<file path="src/wws_pkg.sv">
// Package for the window watchdog supervisor: variants, timing, carriers.
// Assumes a 20 MHz system clock; filter, backup and voltage delays become cycle counts here.
package wws_pkg;
    localparam int CLK_HZ = 20_000_000;
    // Printed times in their own units
    localparam int KICK_REJECT_NS = 1000;
    localparam int KICK_ACCEPT_NS = 6500;
    localparam int BACKUP_DELAY_US = 100;
    localparam int VMON_DELAY_US = 1;
    localparam int CLK_PERIOD_NS = 1_000_000_000 / CLK_HZ;
    // Filter: least width rounds up, accept bound rounds down
    localparam int FILT_CYC = (KICK_REJECT_NS + CLK_PERIOD_NS - 1)
                              / CLK_PERIOD_NS;
    localparam int FILT_MAX_CYC = KICK_ACCEPT_NS / CLK_PERIOD_NS;
    localparam int BACKUP_DLY_CYC = BACKUP_DELAY_US * 1000 / CLK_PERIOD_NS;
    localparam int VMON_DLY_CYC = VMON_DELAY_US * 1000 / CLK_PERIOD_NS;
    localparam int FIRST_MULT = 8;
    localparam int BAD_LIMIT = 3;
    localparam int GOOD_LIMIT = 3;
    localparam int WIN50_PCT = 50;
    localparam int WIN75_PCT = 75;
    localparam int PCT_FULL = 100;
    // Default periods: 12 ms kick timeout, 5 ms reset hold
    localparam int KICK_TIMEOUT_US = 12000;
    localparam int RESET_HOLD_US = 5000;
    localparam int CNT_W = 32;

    typedef enum logic [1:0] {
        WWS_MODE_TIMEOUT = 2'h0,
        WWS_MODE_WIN50 = 2'h1,
        WWS_MODE_WIN75 = 2'h2
    } wws_mode_t;

    typedef struct packed {
        logic reset_n;
        logic backup_n;
    } wws_out_t;
endpackage : wws_pkg

</file>
<file path="src/wws_supervisor.sv">
// Window watchdog supervisor: kick filter, watchdog timer, reset hold
// timer and backup-enable logic.
// Assumes all level inputs are asynchronous pins; outputs are active low
// and meant to drive open-drain pads (low = driven, high = released).
//
// Summary of operation
// - Reset low on low monitored voltage or a kick timing fault.
// - Reset held low one hold period after every cause clears.
// - Gated variant: watchdog off while gate low, runs when gate high.
// - First period after gate rises lasts eight kick timeouts.
// - Timeout variants: kicks must come within timeout, else reset pulse.
// - Watchdog timer clears on each kick and while reset is asserted.
// - Window variants: too early or too late kick forces reset.
// - Window variants: timer idle in reset, counts from zero after.
// - Backup enable low after three timeouts with no kick.
// - Backup enable released after three good kicks in a row.
// - Backup enable never asserted while voltage or gate is low.
// - Kick pulses under 1 us rejected, over 6.5 us accepted.
// - Period setting tied low disables the whole watchdog.
// - Backup enable changes about 100 us after the third bad event.
// - Reset falls about 1 us after voltage drops below threshold.
// - Closed window is 50 or 75 percent of the kick timeout.
// - Kick edges ignored while reset output is low.
// - Gated: first kick ends the long period, normal periods follow.
`timescale 1ns/100ps
`default_nettype none
module wws_supervisor
    import wws_pkg::*;
#(
    parameter wws_mode_t MODE = WWS_MODE_TIMEOUT,
    parameter bit GATED = 1'b0,
    parameter int KICK_TIMEOUT_CYC =
        KICK_TIMEOUT_US * 1000 / CLK_PERIOD_NS,
    parameter int RESET_HOLD_CYC =
        RESET_HOLD_US * 1000 / CLK_PERIOD_NS
) (
    input wire logic clk_sys_i,
    input wire logic resetn_i,
    input wire logic watchdog_kick_input_i,
    input wire logic monitored_voltage_input_i,
    input wire logic gate_input_i,
    input wire logic watchdog_period_setting_i,
    output logic reset_n_o,
    output logic backup_enable_n_o
);

    // ------------------------------------------------------------
    // Constants
    // ------------------------------------------------------------
    localparam logic [CNT_W-1:0] TMO = CNT_W'(KICK_TIMEOUT_CYC);
    localparam logic [CNT_W-1:0] TMO_LONG =
        CNT_W'(KICK_TIMEOUT_CYC * FIRST_MULT);
    localparam int WIN_PCT = (MODE == WWS_MODE_WIN75) ? WIN75_PCT :
                             (MODE == WWS_MODE_WIN50) ? WIN50_PCT : 0;
    localparam logic [CNT_W-1:0] CLOSED =
        CNT_W'(KICK_TIMEOUT_CYC / PCT_FULL * WIN_PCT);
    localparam logic [CNT_W-1:0] HOLD = CNT_W'(RESET_HOLD_CYC);
    localparam logic [7:0] FILT = 8'(FILT_CYC);
    localparam logic [11:0] BDLY = 12'(BACKUP_DLY_CYC);
    localparam logic [5:0] VDLY = 6'(VMON_DLY_CYC);
    localparam bit WINDOWED = (MODE != WWS_MODE_TIMEOUT);

    function automatic logic [CNT_W-1:0] inc_sat(input logic [CNT_W-1:0] v);
        inc_sat = (v == '1) ? v : v + CNT_W'(1);
    endfunction : inc_sat

    // ------------------------------------------------------------
    // Input synchronisers
    // ------------------------------------------------------------
    logic [1:0] kick_s, vmon_s, gate_s, wpset_s;
    always_ff @(posedge clk_sys_i) begin
        if (!resetn_i) begin
            // Kick pin idles high; a low start would mimic a kick edge
            kick_s <= 2'h3;
            vmon_s <= 2'h0;
            gate_s <= 2'h0;
            wpset_s <= 2'h0;
        end else begin
            kick_s <= {kick_s[0], watchdog_kick_input_i};
            vmon_s <= {vmon_s[0], monitored_voltage_input_i};
            gate_s <= {gate_s[0], gate_input_i};
            wpset_s <= {wpset_s[0], watchdog_period_setting_i};
        end
    end
    wire logic kick_sync = kick_s[1];
    wire logic vmon_ok = GATED ? 1'b1 : vmon_s[1];
    wire logic gate_ok = GATED ? gate_s[1] : 1'b1;
    wire logic wd_on = wpset_s[1] && gate_ok;

    // ------------------------------------------------------------
    // Kick pulse filter: level must hold FILT cycles to be taken
    // ------------------------------------------------------------
    logic kick_filt;
    logic [7:0] filt_cnt;
    logic kick_fall;
    always_ff @(posedge clk_sys_i) begin
        if (!resetn_i) begin
            kick_filt <= 1'b1;
            filt_cnt <= 8'h00;
            kick_fall <= 1'b0;
        end else begin
            kick_fall <= 1'b0;
            if (kick_sync == kick_filt) begin
                filt_cnt <= 8'h00;
            end else if (filt_cnt == FILT - 8'h01) begin
                kick_filt <= kick_sync;
                filt_cnt <= 8'h00;
                kick_fall <= kick_filt;
            end else begin
                filt_cnt <= filt_cnt + 8'h01;
            end
        end
    end

    // ------------------------------------------------------------
    // Monitored voltage delay to reset
    // ------------------------------------------------------------
    logic [5:0] vdly_cnt;
    logic vlow;
    always_ff @(posedge clk_sys_i) begin
        if (!resetn_i) begin
            vdly_cnt <= 6'h00;
            vlow <= 1'b1;
        end else if (vmon_ok) begin
            vdly_cnt <= 6'h00;
            vlow <= 1'b0;
        end else if (vdly_cnt == VDLY - 6'h01) begin
            vlow <= 1'b1;
        end else begin
            vdly_cnt <= vdly_cnt + 6'h01;
        end
    end

    // ------------------------------------------------------------
    // Watchdog timer and fault detection
    // ------------------------------------------------------------
    logic [CNT_W-1:0] wd_cnt;
    logic long_period;
    logic gate_prev;
    logic in_reset;
    // Kicks are seen only while reset is released
    wire logic kick_ok = kick_fall && !in_reset && wd_on;
    wire logic [CNT_W-1:0] limit = long_period ? TMO_LONG : TMO;
    wire logic expire = wd_on && !in_reset && (wd_cnt >= limit - CNT_W'(1));
    wire logic early = WINDOWED && kick_ok && (wd_cnt < CLOSED);
    wire logic wd_fault = !GATED && (expire || early);

    always_ff @(posedge clk_sys_i) begin
        if (!resetn_i) begin
            wd_cnt <= '0;
        end else if (!wd_on || in_reset || kick_ok || expire) begin
            wd_cnt <= '0;
        end else begin
            wd_cnt <= inc_sat(wd_cnt);
        end
    end

    always_ff @(posedge clk_sys_i) begin
        if (!resetn_i) begin
            gate_prev <= 1'b0;
            long_period <= 1'b0;
        end else begin
            gate_prev <= gate_ok;
            if (GATED && gate_ok && !gate_prev) begin
                long_period <= 1'b1;
            end else if (kick_ok) begin
                long_period <= 1'b0;
            end
        end
    end

    // ------------------------------------------------------------
    // Reset hold timer
    // ------------------------------------------------------------
    logic [CNT_W-1:0] hold_cnt;
    logic wd_rst;
    always_ff @(posedge clk_sys_i) begin
        if (!resetn_i) begin
            // Gated variant has no reset output, so it never holds one
            in_reset <= !GATED;
            hold_cnt <= '0;
            wd_rst <= 1'b0;
        end else if (vlow || wd_fault) begin
            in_reset <= !GATED;
            hold_cnt <= '0;
            wd_rst <= wd_fault;
        end else if (in_reset && !(wd_rst ? 1'b0 : vlow)) begin
            if (hold_cnt >= HOLD - CNT_W'(1)) begin
                in_reset <= 1'b0;
                wd_rst <= 1'b0;
            end else begin
                hold_cnt <= inc_sat(hold_cnt);
            end
        end
    end

    // ------------------------------------------------------------
    // Backup enable
    // ------------------------------------------------------------
    logic [1:0] bad_cnt, good_cnt;
    logic bk_pend;
    logic [11:0] bk_cnt;
    logic bk_on;
    wire logic blocked = !vmon_ok || !gate_ok;
    always_ff @(posedge clk_sys_i) begin
        if (!resetn_i) begin
            bad_cnt <= 2'h0;
            good_cnt <= 2'h0;
            bk_pend <= 1'b0;
            bk_cnt <= 12'h000;
            bk_on <= 1'b0;
        end else begin
            if (kick_ok) begin
                bad_cnt <= 2'h0;
            end else if (expire && bad_cnt != 2'(BAD_LIMIT)) begin
                bad_cnt <= bad_cnt + 2'h1;
            end
            if (expire) begin
                good_cnt <= 2'h0;
            end else if (kick_ok && !early && bk_on) begin
                good_cnt <= (good_cnt == 2'(GOOD_LIMIT - 1)) ? 2'h0
                            : good_cnt + 2'h1;
            end
            if (blocked) begin
                bk_pend <= 1'b0;
                bk_on <= 1'b0;
            end else if (!bk_on && expire && bad_cnt == 2'(BAD_LIMIT - 1))
            begin
                bk_pend <= 1'b1;
                bk_cnt <= 12'h000;
            end else if (bk_pend) begin
                if (bk_cnt == BDLY - 12'h001) begin
                    bk_on <= 1'b1;
                    bk_pend <= 1'b0;
                end else begin
                    bk_cnt <= bk_cnt + 12'h001;
                end
            end else if (bk_on && kick_ok && !early
                         && good_cnt == 2'(GOOD_LIMIT - 1)) begin
                bk_on <= 1'b0;
            end
        end
    end

    // ------------------------------------------------------------
    // Outputs
    // ------------------------------------------------------------
    wws_out_t outs;
    always_ff @(posedge clk_sys_i) begin
        if (!resetn_i) begin
            outs <= '{reset_n: GATED, backup_n: 1'b1};
        end else begin
            outs.reset_n <= !in_reset;
            outs.backup_n <= !bk_on;
        end
    end
    assign reset_n_o = outs.reset_n;
    assign backup_enable_n_o = outs.backup_n;
endmodule : wws_supervisor
`default_nettype wire

</file>
<file path="config.mk">
export PLATFORM = sky130hd
export DESIGN_NAME = wws_supervisor
export DESIGN_NICKNAME = d
export VERILOG_FILES = /design/src/wws_pkg.sv /design/src/wws_supervisor.sv
export SDC_FILE = /design/constraint.sdc
export NUM_CORES = 1
export LEC_CHECK = 0
export BUFFER_PORTS_ARGS = -buffer_cell sky130_fd_sc_hd__buf_2
export CORE_ASPECT_RATIO = 0.75
export CORE_MARGIN = 3
export CORE_UTILIZATION = 35
export DETAILED_ROUTE_END_ITERATION = 12
export GPL_TIMING_DRIVEN = 0
export SYNTH_ARGS = -nofsm -noshare
export SYNTH_HDL_FRONTEND = slang
export SYNTH_SLANG_ARGS = --single-unit
</file>
<file path="constraint.sdc">
create_clock -name clk_sys_i -period 2.8 [get_ports clk_sys_i]
set_clock_uncertainty 0.15 [all_clocks]
set_input_delay 0.28 -clock clk_sys_i [delete_from_list [all_inputs] [get_ports clk_sys_i]]
set_output_delay 0.28 -clock clk_sys_i [all_outputs]
set_load 0.005 [all_outputs]
</file>
Word-level counts from Yosys, hierarchy flattened
Index checks and enable logic that the tools add are counted.
W data, S select, Z words.
{ "op_classes": {"reduce_logical": 37, "n_bitwise": 6, "n_mux": 16, "eq_ne": 11, "n_lt_le_gt_ge": 2, "add_sub_neg": 7} }
{ "op_table": {"columns": ["op", "count"], "rows": [
  ["$add A32 B1 Y32 const B", 2],
  ["$eq A32 B32 Y1 const B", 2],
  ["$mux W12", 3],
  ["$ge A32 B17 Y1 const B", 1],
  ["$ge A32 B18 Y1 const B", 1],
  ["$add A12 B1 Y12 const B", 1],
  ["$eq A12 B11 Y1 const B", 1],
  ["$mux W1", 12],
  ["$logic_and A1 B1 Y1", 10],
  ["$reduce_bool A2 Y1", 5],
  ["$reduce_or A2 Y1", 5],
  ["$reduce_and A3 Y1", 3],
  ["$add A8 B1 Y8 const B", 1],
  ["$eq A8 B5 Y1 const B", 1],
  ["$reduce_and A2 Y1", 4],
  ["$add A6 B1 Y6 const B", 1],
  ["$eq A6 B5 Y1 const B", 1],
  ["$not A1 Y1", 6],
  ["$reduce_or A3 Y1", 2],
  ["$add A2 B1 Y2 const B", 2],
  ["$eq A2 B2 Y1 const B", 2],
  ["$logic_not A1 Y1", 4],
  ["$logic_or A1 B1 Y1", 4],
  ["$ne A2 B2 Y1 const B", 2],
  ["other kinds (3)", 3]
]} }
{ "totals": {"wordCells": 98, "output_inout_bits": 2, "inputBits": 6, "register_bits": 109} }

Logic depth before layout (Yosys ltp)
Gate-level depths: netlist of run 1.
{ "depth": {"depth_word": 7, "ltp_mapped": 7, "depth_no_buf": 6} }

Worst setup path before layout of run 1
No wires, ideal clock.
{ "synth_timing": {"kind": "register to register", "start": "reg wd_cnt[0]", "end": "reg wd_cnt[1]", "stages_incl_launch_ff": 8, "setup_ns": 0.128, "period_less_slack_ns": 2.315, "required_ns": 2.522, "path_slack_ns": 0.485, "path_buffers": 1, "t_arrival_ns": 2.037, "path_cell_list": "dfxtp_1 > ha_1 > nand4_1 > or4b_2 > nor4_4 > buf_4 > mux2i_1 > nor2_1"} }
{ "synth_between": {"elab_chain_cells": 4, "elab_cells_between_ends": 6, "classes_between": "1 x add/sub; 1 x order compare; 1 x eq/ne; 3 x reduce/logical"} }
{ "synth_rtl": {"columns": ["element", "line", "source"], "rows": [
  ["start, declared", "wws_supervisor.sv:137", "logic [CNT_W-1:0] wd_cnt;"],
  ["start signal, assigned", "wws_supervisor.sv:154", "wd_cnt <= inc_sat(wd_cnt);"],
  ["$ge A32 B18 Y1", "wws_supervisor.sv:144", "wire logic expire = wd_on && !in_reset && (wd_cnt >= limit - CNT_W'(1));"],
  ["$logic_and A1 B1 Y1", "wws_supervisor.sv:144", null],
  ["$logic_or A1 B1 Y1", "wws_supervisor.sv:151", "end else if (!wd_on || in_reset || kick_ok || expire) begin"],
  ["$reduce_or A2 Y1 (no source line)", null, null]
]} }
Parallel ways exist; a longest one is shown, timed or not.
A chain may end at the register's enable or synchronous reset.

Worst setup path in the final report of run 1
Same ends and word-level chain as after synthesis.

==> results of run 1 <==
-- worst paths after layout --
| path | start | endpoint | cells after the start |
|---|---|---|---|
| min reg2reg | kick_s[0]$_SDFF_PN1_ | kick_s[1]$_SDFF_PN1_ | 1 |
| max | wd_cnt[0]$_SDFFE_PP0P_ | wd_cnt[1]$_SDFFE_PP0P_ | 7 |
| min | resetn_i | reset_n_o$_SDFF_PN0_ | 3 |
| max reg2reg | wd_cnt[0]$_SDFFE_PP0P_ | wd_cnt[1]$_SDFFE_PP0P_ | 7 |
-- stage by stage --
| stage | utilization, % | hold WS (ns) |
|---|---|---|
| floorplan | - | 0.229 |
| global placement | 39.2 | 0.244 |
| detailed placement | 39.2 | 0.242 |
| CTS | 41.7 | 0.135 |
| global route | 41.9 | 0.148 |
| finish | 41.9 | 0.137 |
-- metal layers --
metal | global-route usage (%) | vias up | share of wire, %
li1 | - | 1986 | -
met1 | 18.7 | 1816 | 53
met2 | 21.2 | 46 | 45
met3 | 3.63 | 0 | 2.9
met4 | 3.35 | 0 | 0
met5 | 0 | - | 0
-- cell type report --
class | count | share of cell area [%]
Timing Repair Buffer | 10 | 1.28
Sequential cell | 109 | 41.3
Clock buffer | 9 | 4.26
Inverter | 15 | 1.07
Multi-Input combinational cell | 394 | 45.6
Buffer | 15 | 1.44
Tap cell | 166 | 3.93
Clock inverter | 7 | 1.07
-- power groups by stage --
stage                     Combinational [uW]  Sequential, uW  Clock (uW)
after global routing                    65.1            1590        1310
after detailed placement                52.5            1620           0
after global placement                  51.4            1620           0
after floorplan                         37.3            1620           0
final                                   57.3            1580        1210
after CTS                               56.6            1580        1250
-- state kept, by name (all words and copies together), names as in the netlist, 2 cells and up --
register,flops
good_cnt,2
hold_cnt,32
vdly_cnt,6
wd_cnt,32
bk_cnt,12
wpset_s,2
bad_cnt,2
vmon_s,2
filt_cnt,8
kick_s,2
-- cells in the final DEF (no fill, tap or decap), drive strengths merged, types with 5 or more instances in the layout --
master / n
nor4: 11
and2: 23
conb: 14
mux2i: 5
xnor2: 6
or3: 19
nor3: 15
dfxtp: 109
and4: 5
buf: 10
nor2: 42
and3: 7
o31ai: 12
ha: 7
nand3: 33
o21ai: 21
a21oi: 35
nand2: 39
inv: 19
nand4: 21
or4: 18
clkbuf: 21
xor2: 12
-- cell families after synthesis --
logic type	Yosys count	share of synthesized area, %
AND/OR/NAND/NOR	249	29.7
XOR/XNOR	18	3.39
buffers and inverters	30	2.82
multiplexers	5	1.08
adder cells (fa/ha/maj)	7	1.88
other	1	0.0806
flip-flops	109	46.9
AO/OA/AOI/OAI	101	14.2
-- worst max-delay path, cell delays in order, from the launching register on --
cell	delay [ns]
dfxtp_1	0.37
ha_1	0.22
nand4_1	0.20
or4b_2	0.71
nor4_4	0.35
buf_4	0.27
mux2i_1	0.19
nor2_1	0.05
-- timing repair --
item / in CTS / in global routing
resized for setup: 1 / 4
endpoints found under the hold margin: 3 / 0
endpoints found under the setup margin: 16 / 18
hold buffers: 3 / 0
buffers inserted: 1 / 0
pin swaps: 1 / 1
==> results.ini, run 1 <==
[logic_synthesis]
yosysTopAreaCell=dfxtp_1
netlist_instances=520
synth_edf_count=0
synth-seq-area-share_pct=46.9
yosysUniqueCellTypes=58
synthTopCellsByCount=dfxtp_1 (109), nor2_1 (42), nand2_1 (39)
synth_top_area_share_pct=46.9
ys_warn_count=0
synth_area_mm2=0.00465
synth_seq_cells=109
synth_area_leaders=dfxtp_1 (47%), a21oi_1 (3.8%), nand3_1 (3.6%)
synth_flop_cell=dfxtp_1
async_reset_ff_share_pct=0
avgSynthCellArea_um2=8.95
post-synth-top-count-cell=dfxtp_1

[cts]
clk_pin_slew_worst_paths_ns=0.07
clk_latency_ns=0.35
cts_buffers=9
cts_root_buf=clkbuf_16
numClockSinks=109
cts-htree-levels=3
cts_tree=yes
cts_buffer_depth=2

[global_routing]
grt_start_max_net_pins=20
grt_use_total_pct=13.6
overflow=0
grt_pass1_vias=3652
grt_pass1_wl_um=16800
antenna_found_initial=0

[final_layout]
fin_cells=725
register_area_mm2=0.00218
layout-drive-gt1-share_pct=7.51
diodes=0
fin_area_mm2=0.00528
finalNetCount=567
synthToLayoutAreaGrowth_pct=13.6
fillerInstances=1239
multi_input_area_mm2=0.00241

[power]
p_seq_share_pct=55.6
power_frac_comb_pct=2.0
switching_share_pct=22.6
total_power_uw=2850
irDropWorstVdd_v=0.000444
p_switching_uw=645
internal_power_uw=2210
leakagePower_uw=0.00174
clkPwrFrac_pct=42.4
powerDensity_mw_per_mm2=540

[place]
port_buffers=6
dp_slack_ns=-0.111
dp_hpwl_um=6900
gp_congestion=0.825
dp_cells=705
placed_cell_area_mm2=0.00494

[sta]
slew_violations=0
hold_viol=0
setup_viol=0
finalCritPeriodShare_pct=94.2
slew_headroom_pct=36.7
setup_ws_ns=0.162
worst_slew_pin_slew_ns=0.938
fin_tns_setup_ns=0
fin_crit_ns=2.64
fmax_mhz=379

[worst_hold_path]
hold_class=in -> reg

[floorplan]
die_h_um=106
die_area_mm2=0.0147
core-area_mm2=0.0126
die_w_um=139
io_pins=8
num_rows=35
initial_core_util_pct=36.9

[worst_setup_path]
ff2ff_setup_slack_ns=0.16
required_ns=2.87
setup.worst_path.end_class=flop
path_class=reg -> reg
cp.arrival_ns=2.71
cp-start-kind=flop
worstPathMaxFanout=10

[routing]
via_per_inst=5.31
routed_wl_um=9720
firstDrtPassIters=5
vias=3848
first_iter_violations=285
drcViolationCount=0
postRouteAntennaNets=0
wl_per_cell_um=13.4

[status]
status=finished clean

[flow_run]
drv_cap=0

Note: power is estimated with default switching activity, not from simulation.
==> run 2, diff against run 1 <==
Settings changed: BUFFER_PORTS_ARGS -buffer_cell sky130_fd_sc_hd__buf_2 to not set, DONT_BUFFER_PORTS set to 1, RECOVER_POWER set to 25.
==> run 2 against run 1 <==
Cell count fell by 0.55%; die area did not move; fmax rose by 0.62%; highest routed layer is now met4; routed wire length fell by 2.0%; largest cell class unchanged; non-clock buffer count fell by 4; flip-flop and latch count did not move; total power rose by 6.0%; global-route usage fell by 0.15 points; clock power rose by 14%.
==> results.ini, run 2 (synthesized netlist as in run 1, its figures left out) <==
[global_routing]
grt_pass1_vias=3606  ; -1.3%
overflow=0  ; unchanged
antenna_found_initial=0  ; unchanged
grt_use_total_pct=13.4  ; -0.15 points
grt_start_max_net_pins=20  ; unchanged
grt_pass1_wl_um=16700  ; -0.86%

[floorplan]
die_h_um=106  ; unchanged
die_w_um=139  ; unchanged
core-area_mm2=0.0126  ; unchanged
num_rows=35  ; unchanged
initial_core_util_pct=36.9  ; unchanged
io_pins=8  ; unchanged
die_area_mm2=0.0147  ; unchanged

[sta]
fin_tns_setup_ns=0  ; unchanged
worst_slew_pin_slew_ns=1.00  ; +0.0655 ns
slew_headroom_pct=32.2  ; -4.4 points
hold_ws_ns=0.142  ; +0.00516 ns
fin_crit_ns=2.62  ; -0.0163 ns
setup_viol=0  ; unchanged
hold_viol=0  ; unchanged
finalCritPeriodShare_pct=93.6  ; -0.58 points
fmax_mhz=381  ; +0.62%
slew_violations=0  ; unchanged
grt_setup_unrepaired=yes

[final_layout]
top_regs=hold_cnt: 32 flops, wd_cnt: 32 flops, bk_cnt: 12 flops
final_util_pct=42.1  ; +0.23 points
fin_area_mm2=0.00531  ; +0.54%
register_area_mm2=0.00218  ; unchanged
mostFrequentLayoutCell=dfxtp_1
synthToLayoutAreaGrowth_pct=14.2
diodes=0  ; unchanged
multi_input_area_mm2=0.00240  ; -0.31%
fillerInstances=1255  ; +1.3%
final_cell_mix=dfxtp_1 (109), nor2_1 (42), nand2_1 (39), a21oi_1 (35), nand3_1 (32)
fin_cells=721  ; -0.55%
finalNetCount=563  ; -0.71%
layout-drive-gt1-share_pct=6.67  ; -0.85 points

[routing]
via_per_inst=5.37  ; +1.3%
routed_wl_um=9530  ; -2.0%
drcViolationCount=0  ; unchanged
vias=3875  ; +0.70%
wl_per_cell_um=13.2  ; -1.4%
firstDrtPassIters=5  ; unchanged
first_iter_violations=260  ; -8.8%
postRouteAntennaNets=0  ; unchanged

[place]
placed_cell_area_mm2=0.00491  ; -0.61%
dp_hpwl_um=6830  ; -1.0%
port_buffers=0  ; -6
gp_congestion=0.858  ; +4.1%
dp_cells=699  ; -0.85%

[worst_hold_path]
min_to=hold_cnt[8]$_SDFFE_PP0P_
hp-start=resetn_i
hold_class=in -> reg
hold_depth=3  ; unchanged

[cts]
cts_buffers=9  ; unchanged
cts-htree-levels=3  ; unchanged
clk_latency_ns=0.35  ; about the same
clk_pin_slew_worst_paths_ns=0.07  ; about the same
cts_root_buf=clkbuf_16
cts_buffer_depth=2  ; unchanged
numClockSinks=109  ; unchanged
cts_tree=yes

[worst_setup_path]
reg2reg_depth=7  ; unchanged
setup.worst_path.end_class=flop
required_ns=2.87  ; about the same
ff2ff_setup_slack_ns=0.18  ; +0.02 ns
path_class=reg -> reg
cp.arrival_ns=2.69  ; -0.02 ns
rr_startpoint=wd_cnt[0]$_SDFFE_PP0P_
worstPathMaxFanout=10  ; unchanged
cp-start-kind=flop
reg2reg_to=wd_cnt[1]$_SDFFE_PP0P_

[power]
leakagePower_uw=0.00174  ; +0.30%
powerDensity_mw_per_mm2=569  ; +5.4%
irDropWorstVdd_v=0.000317  ; -28%

[status]
status=finished clean

[flow_run]
drv_cap=0  ; unchanged

==> run 2: worst max-delay path by stage <==
stage | to | cells past startpoint | startpoint
6_report | wd_cnt[1]$_SDFFE_PP0P_ | 7 | wd_cnt[0]$_SDFFE_PP0P_
5_1_grt | hold_cnt[29]$_SDFFE_PP0P_ | 7 | wd_cnt[0]$_SDFFE_PP0P_
4_1_cts | wd_cnt[17]$_SDFFE_PP0P_ | 7 | wd_cnt[0]$_SDFFE_PP0P_
3_5_place_dp | hold_cnt[3]$_SDFFE_PP0P_ | 7 | wd_cnt[0]$_SDFFE_PP0P_
3_3_place_gp | hold_cnt[0]$_SDFFE_PP0P_ | 7 | wd_cnt[0]$_SDFFE_PP0P_
2_1_floorplan | wd_cnt[1]$_SDFFE_PP0P_ | 7 | wd_cnt[0]$_SDFFE_PP0P_
==> run 2: through the flow <==
| step | power, uW | setup WS [ns] |
|---|---|---|
| 3_5_place_dp | 1670 | -0.0217 |
| 6_report | 3020 | 0.178 |
| 5_1_grt | 3150 | -0.0341 |
| 2_1_floorplan | 1650 | 0.485 |
| 3_3_place_gp | 1670 | 0.0352 |
| 4_1_cts | 3060 | 0.0749 |
==> run 2: timing repair <==
action                     4_1_cts  5_1_grt
gates resized for setup          0        4
hold buffers                     4        0
buffers inserted                 1        1
hold endpoints to repair         5        0
cloned                           0        0
pin swaps                        1        1
setup endpoints to repair       10       19
==> run 2: power breakdown <==
group | switching (uW) | internal, uW
registers | 14.7 | 1570
clock network | 588 | 797
logic | 35.0 | 19.9
total | 637 | 2390
==> run 2: layer usage <==
metal	GRT usage [%]	share of wire (%)
met1	18.8	50
met2	20.1	43
met3	3.99	5.1
met4	3.63	0.97
met5	0	0
==> run 2: final cells by class <==
cell class                 count  area share [%]
buffer                        15            1.44
multi-input combinational    394            45.3
timing repair buffer           6            1.04
inverter                      15            1.06
clock buffer                   9            4.24
tap                          166            3.91
sequential                   109            41.1
clock inverter                 7            1.98
==> run 2: worst max-delay path: stages, from the launching register on <==
cell and delay, ns:
dfxtp_1 0.37, ha_1 0.22, nand4_1 0.22, or4b_2 0.72, nor4_4 0.33, buf_4 0.24
mux2i_1 0.20, nor2_1 0.05
==> run 3, diff against run 2 <==
Settings changed: RECOVER_POWER 25 to not set.
==> run 3 against run 2 <==
Sequential power hardly changed; routed wire length hardly changed; utilization is the same; design area is the same; critical path depth unchanged; worst hold slack hardly changed; register-to-register slack about the same; non-clock buffer count is the same; fmax unchanged; critical path type unchanged; highest routed layer unchanged.
==> results.ini, run 3 (synthesized netlist as in run 1, its figures left out) <==
[routing]
postRouteAntennaNets=0  ; unchanged
via_per_inst=5.38  ; +0.10%
routed-wl-met2_um=4150  ; +0.19%
wl_per_cell_um=13.2  ; about the same
highest_layer=met4
firstDrtPassIters=5  ; unchanged
wl_met1_um=4810  ; -0.12%
routed_wl_um=9520  ; about the same
vias=3879  ; +0.10%
first_iter_violations=260  ; unchanged
wl_met3_um=474  ; -1.9%
drcViolationCount=0  ; unchanged

[final_layout]
mostFrequentLayoutCell=dfxtp_1
register_area_mm2=0.00218  ; unchanged
final_cell_mix=dfxtp_1 (109), nor2_1 (42), nand2_1 (39), a21oi_1 (35), nand3_1 (32)
fin_cells=721  ; unchanged
multi_input_area_mm2=0.00240  ; unchanged
layout-drive-gt1-share_pct=6.67  ; unchanged
fillerInstances=1255  ; unchanged
finalNetCount=563  ; unchanged
synthToLayoutAreaGrowth_pct=14.2  ; unchanged
top_regs=hold_cnt: 32 flops, wd_cnt: 32 flops, bk_cnt: 12 flops
diodes=0  ; unchanged

[cts]
cts_root_buf=clkbuf_16
clk_latency_ns=0.35  ; about the same
numClockSinks=109  ; unchanged
cts_buffer_depth=2  ; unchanged
cts-htree-levels=3  ; unchanged
clk_pin_slew_worst_paths_ns=0.07  ; about the same
cts_tree=yes
cts_buffers=9  ; unchanged

[worst_hold_path]
min_to=hold_cnt[8]$_SDFFE_PP0P_
hp-start=resetn_i
hold_class=in -> reg
hold_depth=3  ; unchanged

[power]
total_power_uw=3020  ; about the same
powerDensity_mw_per_mm2=569  ; about the same
irDropWorstVdd_v=0.000317  ; about the same
leakagePower_uw=0.00174  ; about the same

[place]
dp_cells=699  ; unchanged
dp_hpwl_um=6830  ; unchanged
gp_congestion=0.858  ; unchanged
port_buffers=0  ; unchanged
dp_slack_ns=-0.0217  ; unchanged

[worst_setup_path]
reg2reg_depth=7  ; unchanged
cp-start-kind=flop
path_class=reg -> reg
ff2ff_setup_slack_ns=0.18  ; about the same
reg2reg_to=wd_cnt[1]$_SDFFE_PP0P_
cp.arrival_ns=2.69  ; about the same
rr_startpoint=wd_cnt[0]$_SDFFE_PP0P_
worstPathMaxFanout=10  ; unchanged
setup.worst_path.end_class=flop
required_ns=2.87  ; about the same

[floorplan]
die_w_um=139  ; unchanged
initial_core_util_pct=36.9  ; unchanged
die_area_mm2=0.0147  ; unchanged
die_h_um=106  ; unchanged
num_rows=35  ; unchanged
io_pins=8  ; unchanged
core-area_mm2=0.0126  ; unchanged

[global_routing]
grt_pass1_vias=3606  ; unchanged
grt_start_max_net_pins=20  ; unchanged
grt_pass1_wl_um=16700  ; unchanged
grt_use_total_pct=13.4  ; unchanged
overflow=0  ; unchanged
antenna_found_initial=0  ; unchanged

[flow_run]
drv_cap=0  ; unchanged

[sta]
slew_violations=0  ; unchanged
setup_viol=0  ; unchanged
hold_viol=0  ; unchanged
worst_slew_pin_slew_ns=1.00  ; +0.000459 ns
slew_headroom_pct=32.2  ; about the same
fin_crit_ns=2.62  ; unchanged
fin_tns_setup_ns=0  ; unchanged
finalCritPeriodShare_pct=93.6  ; unchanged
hold_ws_ns=0.142  ; -0.0000140 ns
fmax_mhz=381  ; unchanged
grt_setup_unrepaired=yes
setup_ws_ns=0.178  ; unchanged

[status]
status=finished clean

run 3: through the flow:
| stage | cell area, um2 | util (%) |
|---|---|---|
| after floorplan | 4700 | - |
| after detailed placement | 4910 | 38.9 |
| after global placement | 4910 | 38.9 |
| after CTS | 5290 | 41.9 |
| final | 5310 | 42.1 |
| after global routing | 5310 | 42.1 |
run 3: worst max-delay path by stage:
stage,from,to,cells past startpoint
3_3_place_gp,wd_cnt[0]$_SDFFE_PP0P_,hold_cnt[0]$_SDFFE_PP0P_,7
4_1_cts,wd_cnt[0]$_SDFFE_PP0P_,wd_cnt[17]$_SDFFE_PP0P_,7
3_5_place_dp,wd_cnt[0]$_SDFFE_PP0P_,hold_cnt[3]$_SDFFE_PP0P_,7
6_report,wd_cnt[0]$_SDFFE_PP0P_,wd_cnt[1]$_SDFFE_PP0P_,7
2_1_floorplan,wd_cnt[0]$_SDFFE_PP0P_,wd_cnt[1]$_SDFFE_PP0P_,7
5_1_grt,wd_cnt[0]$_SDFFE_PP0P_,hold_cnt[29]$_SDFFE_PP0P_,7
run 3: repair_timing:
| item | in CTS | in global routing |
|---|---|---|
| resized for setup | 0 | 4 |
| buffers inserted | 1 | 1 |
| endpoints found under the hold margin | 5 | 0 |
| pin swaps | 1 | 1 |
| endpoints found under the setup margin | 10 | 19 |
| hold buffers | 4 | 0 |
run 3: per-layer routing:
metal	global-route usage (%)	vias to the layer above
met1	18.8	1816
li1	-	1972
met4	3.63	0
met5	0	-
met2	20.1	82
met3	3.99	9
run 3: power by group:
| group | switching, uW | total, uW | internal [uW] | leakage (uW) |
|---|---|---|---|---|
| clock | 588 | 1380 | 797 | 0.000158 |
| combinational | 34.9 | 54.9 | 20.0 | 0.000699 |
| sequential | 14.8 | 1580 | 1570 | 0.000885 |
run 3: critical path, cell delays in order, from the launching register on:
cell     delay (ns)
dfxtp_1        0.37
ha_1           0.22
nand4_1        0.22
or4b_2         0.72
nor4_4         0.33
buf_4          0.24
mux2i_1        0.20
nor2_1         0.05
run 3: final cells by class:
| type | instances | area share [%] |
|---|---|---|
| multi-input cells | 394 | 45.3 |
| flip-flops and latches | 109 | 41.1 |
| clock buffers | 9 | 4.24 |
| well taps | 166 | 3.91 |
| clock inverters | 7 | 1.98 |
| plain buffers | 15 | 1.44 |
| inverters | 15 | 1.06 |
| repair buffers | 6 | 1.04 |
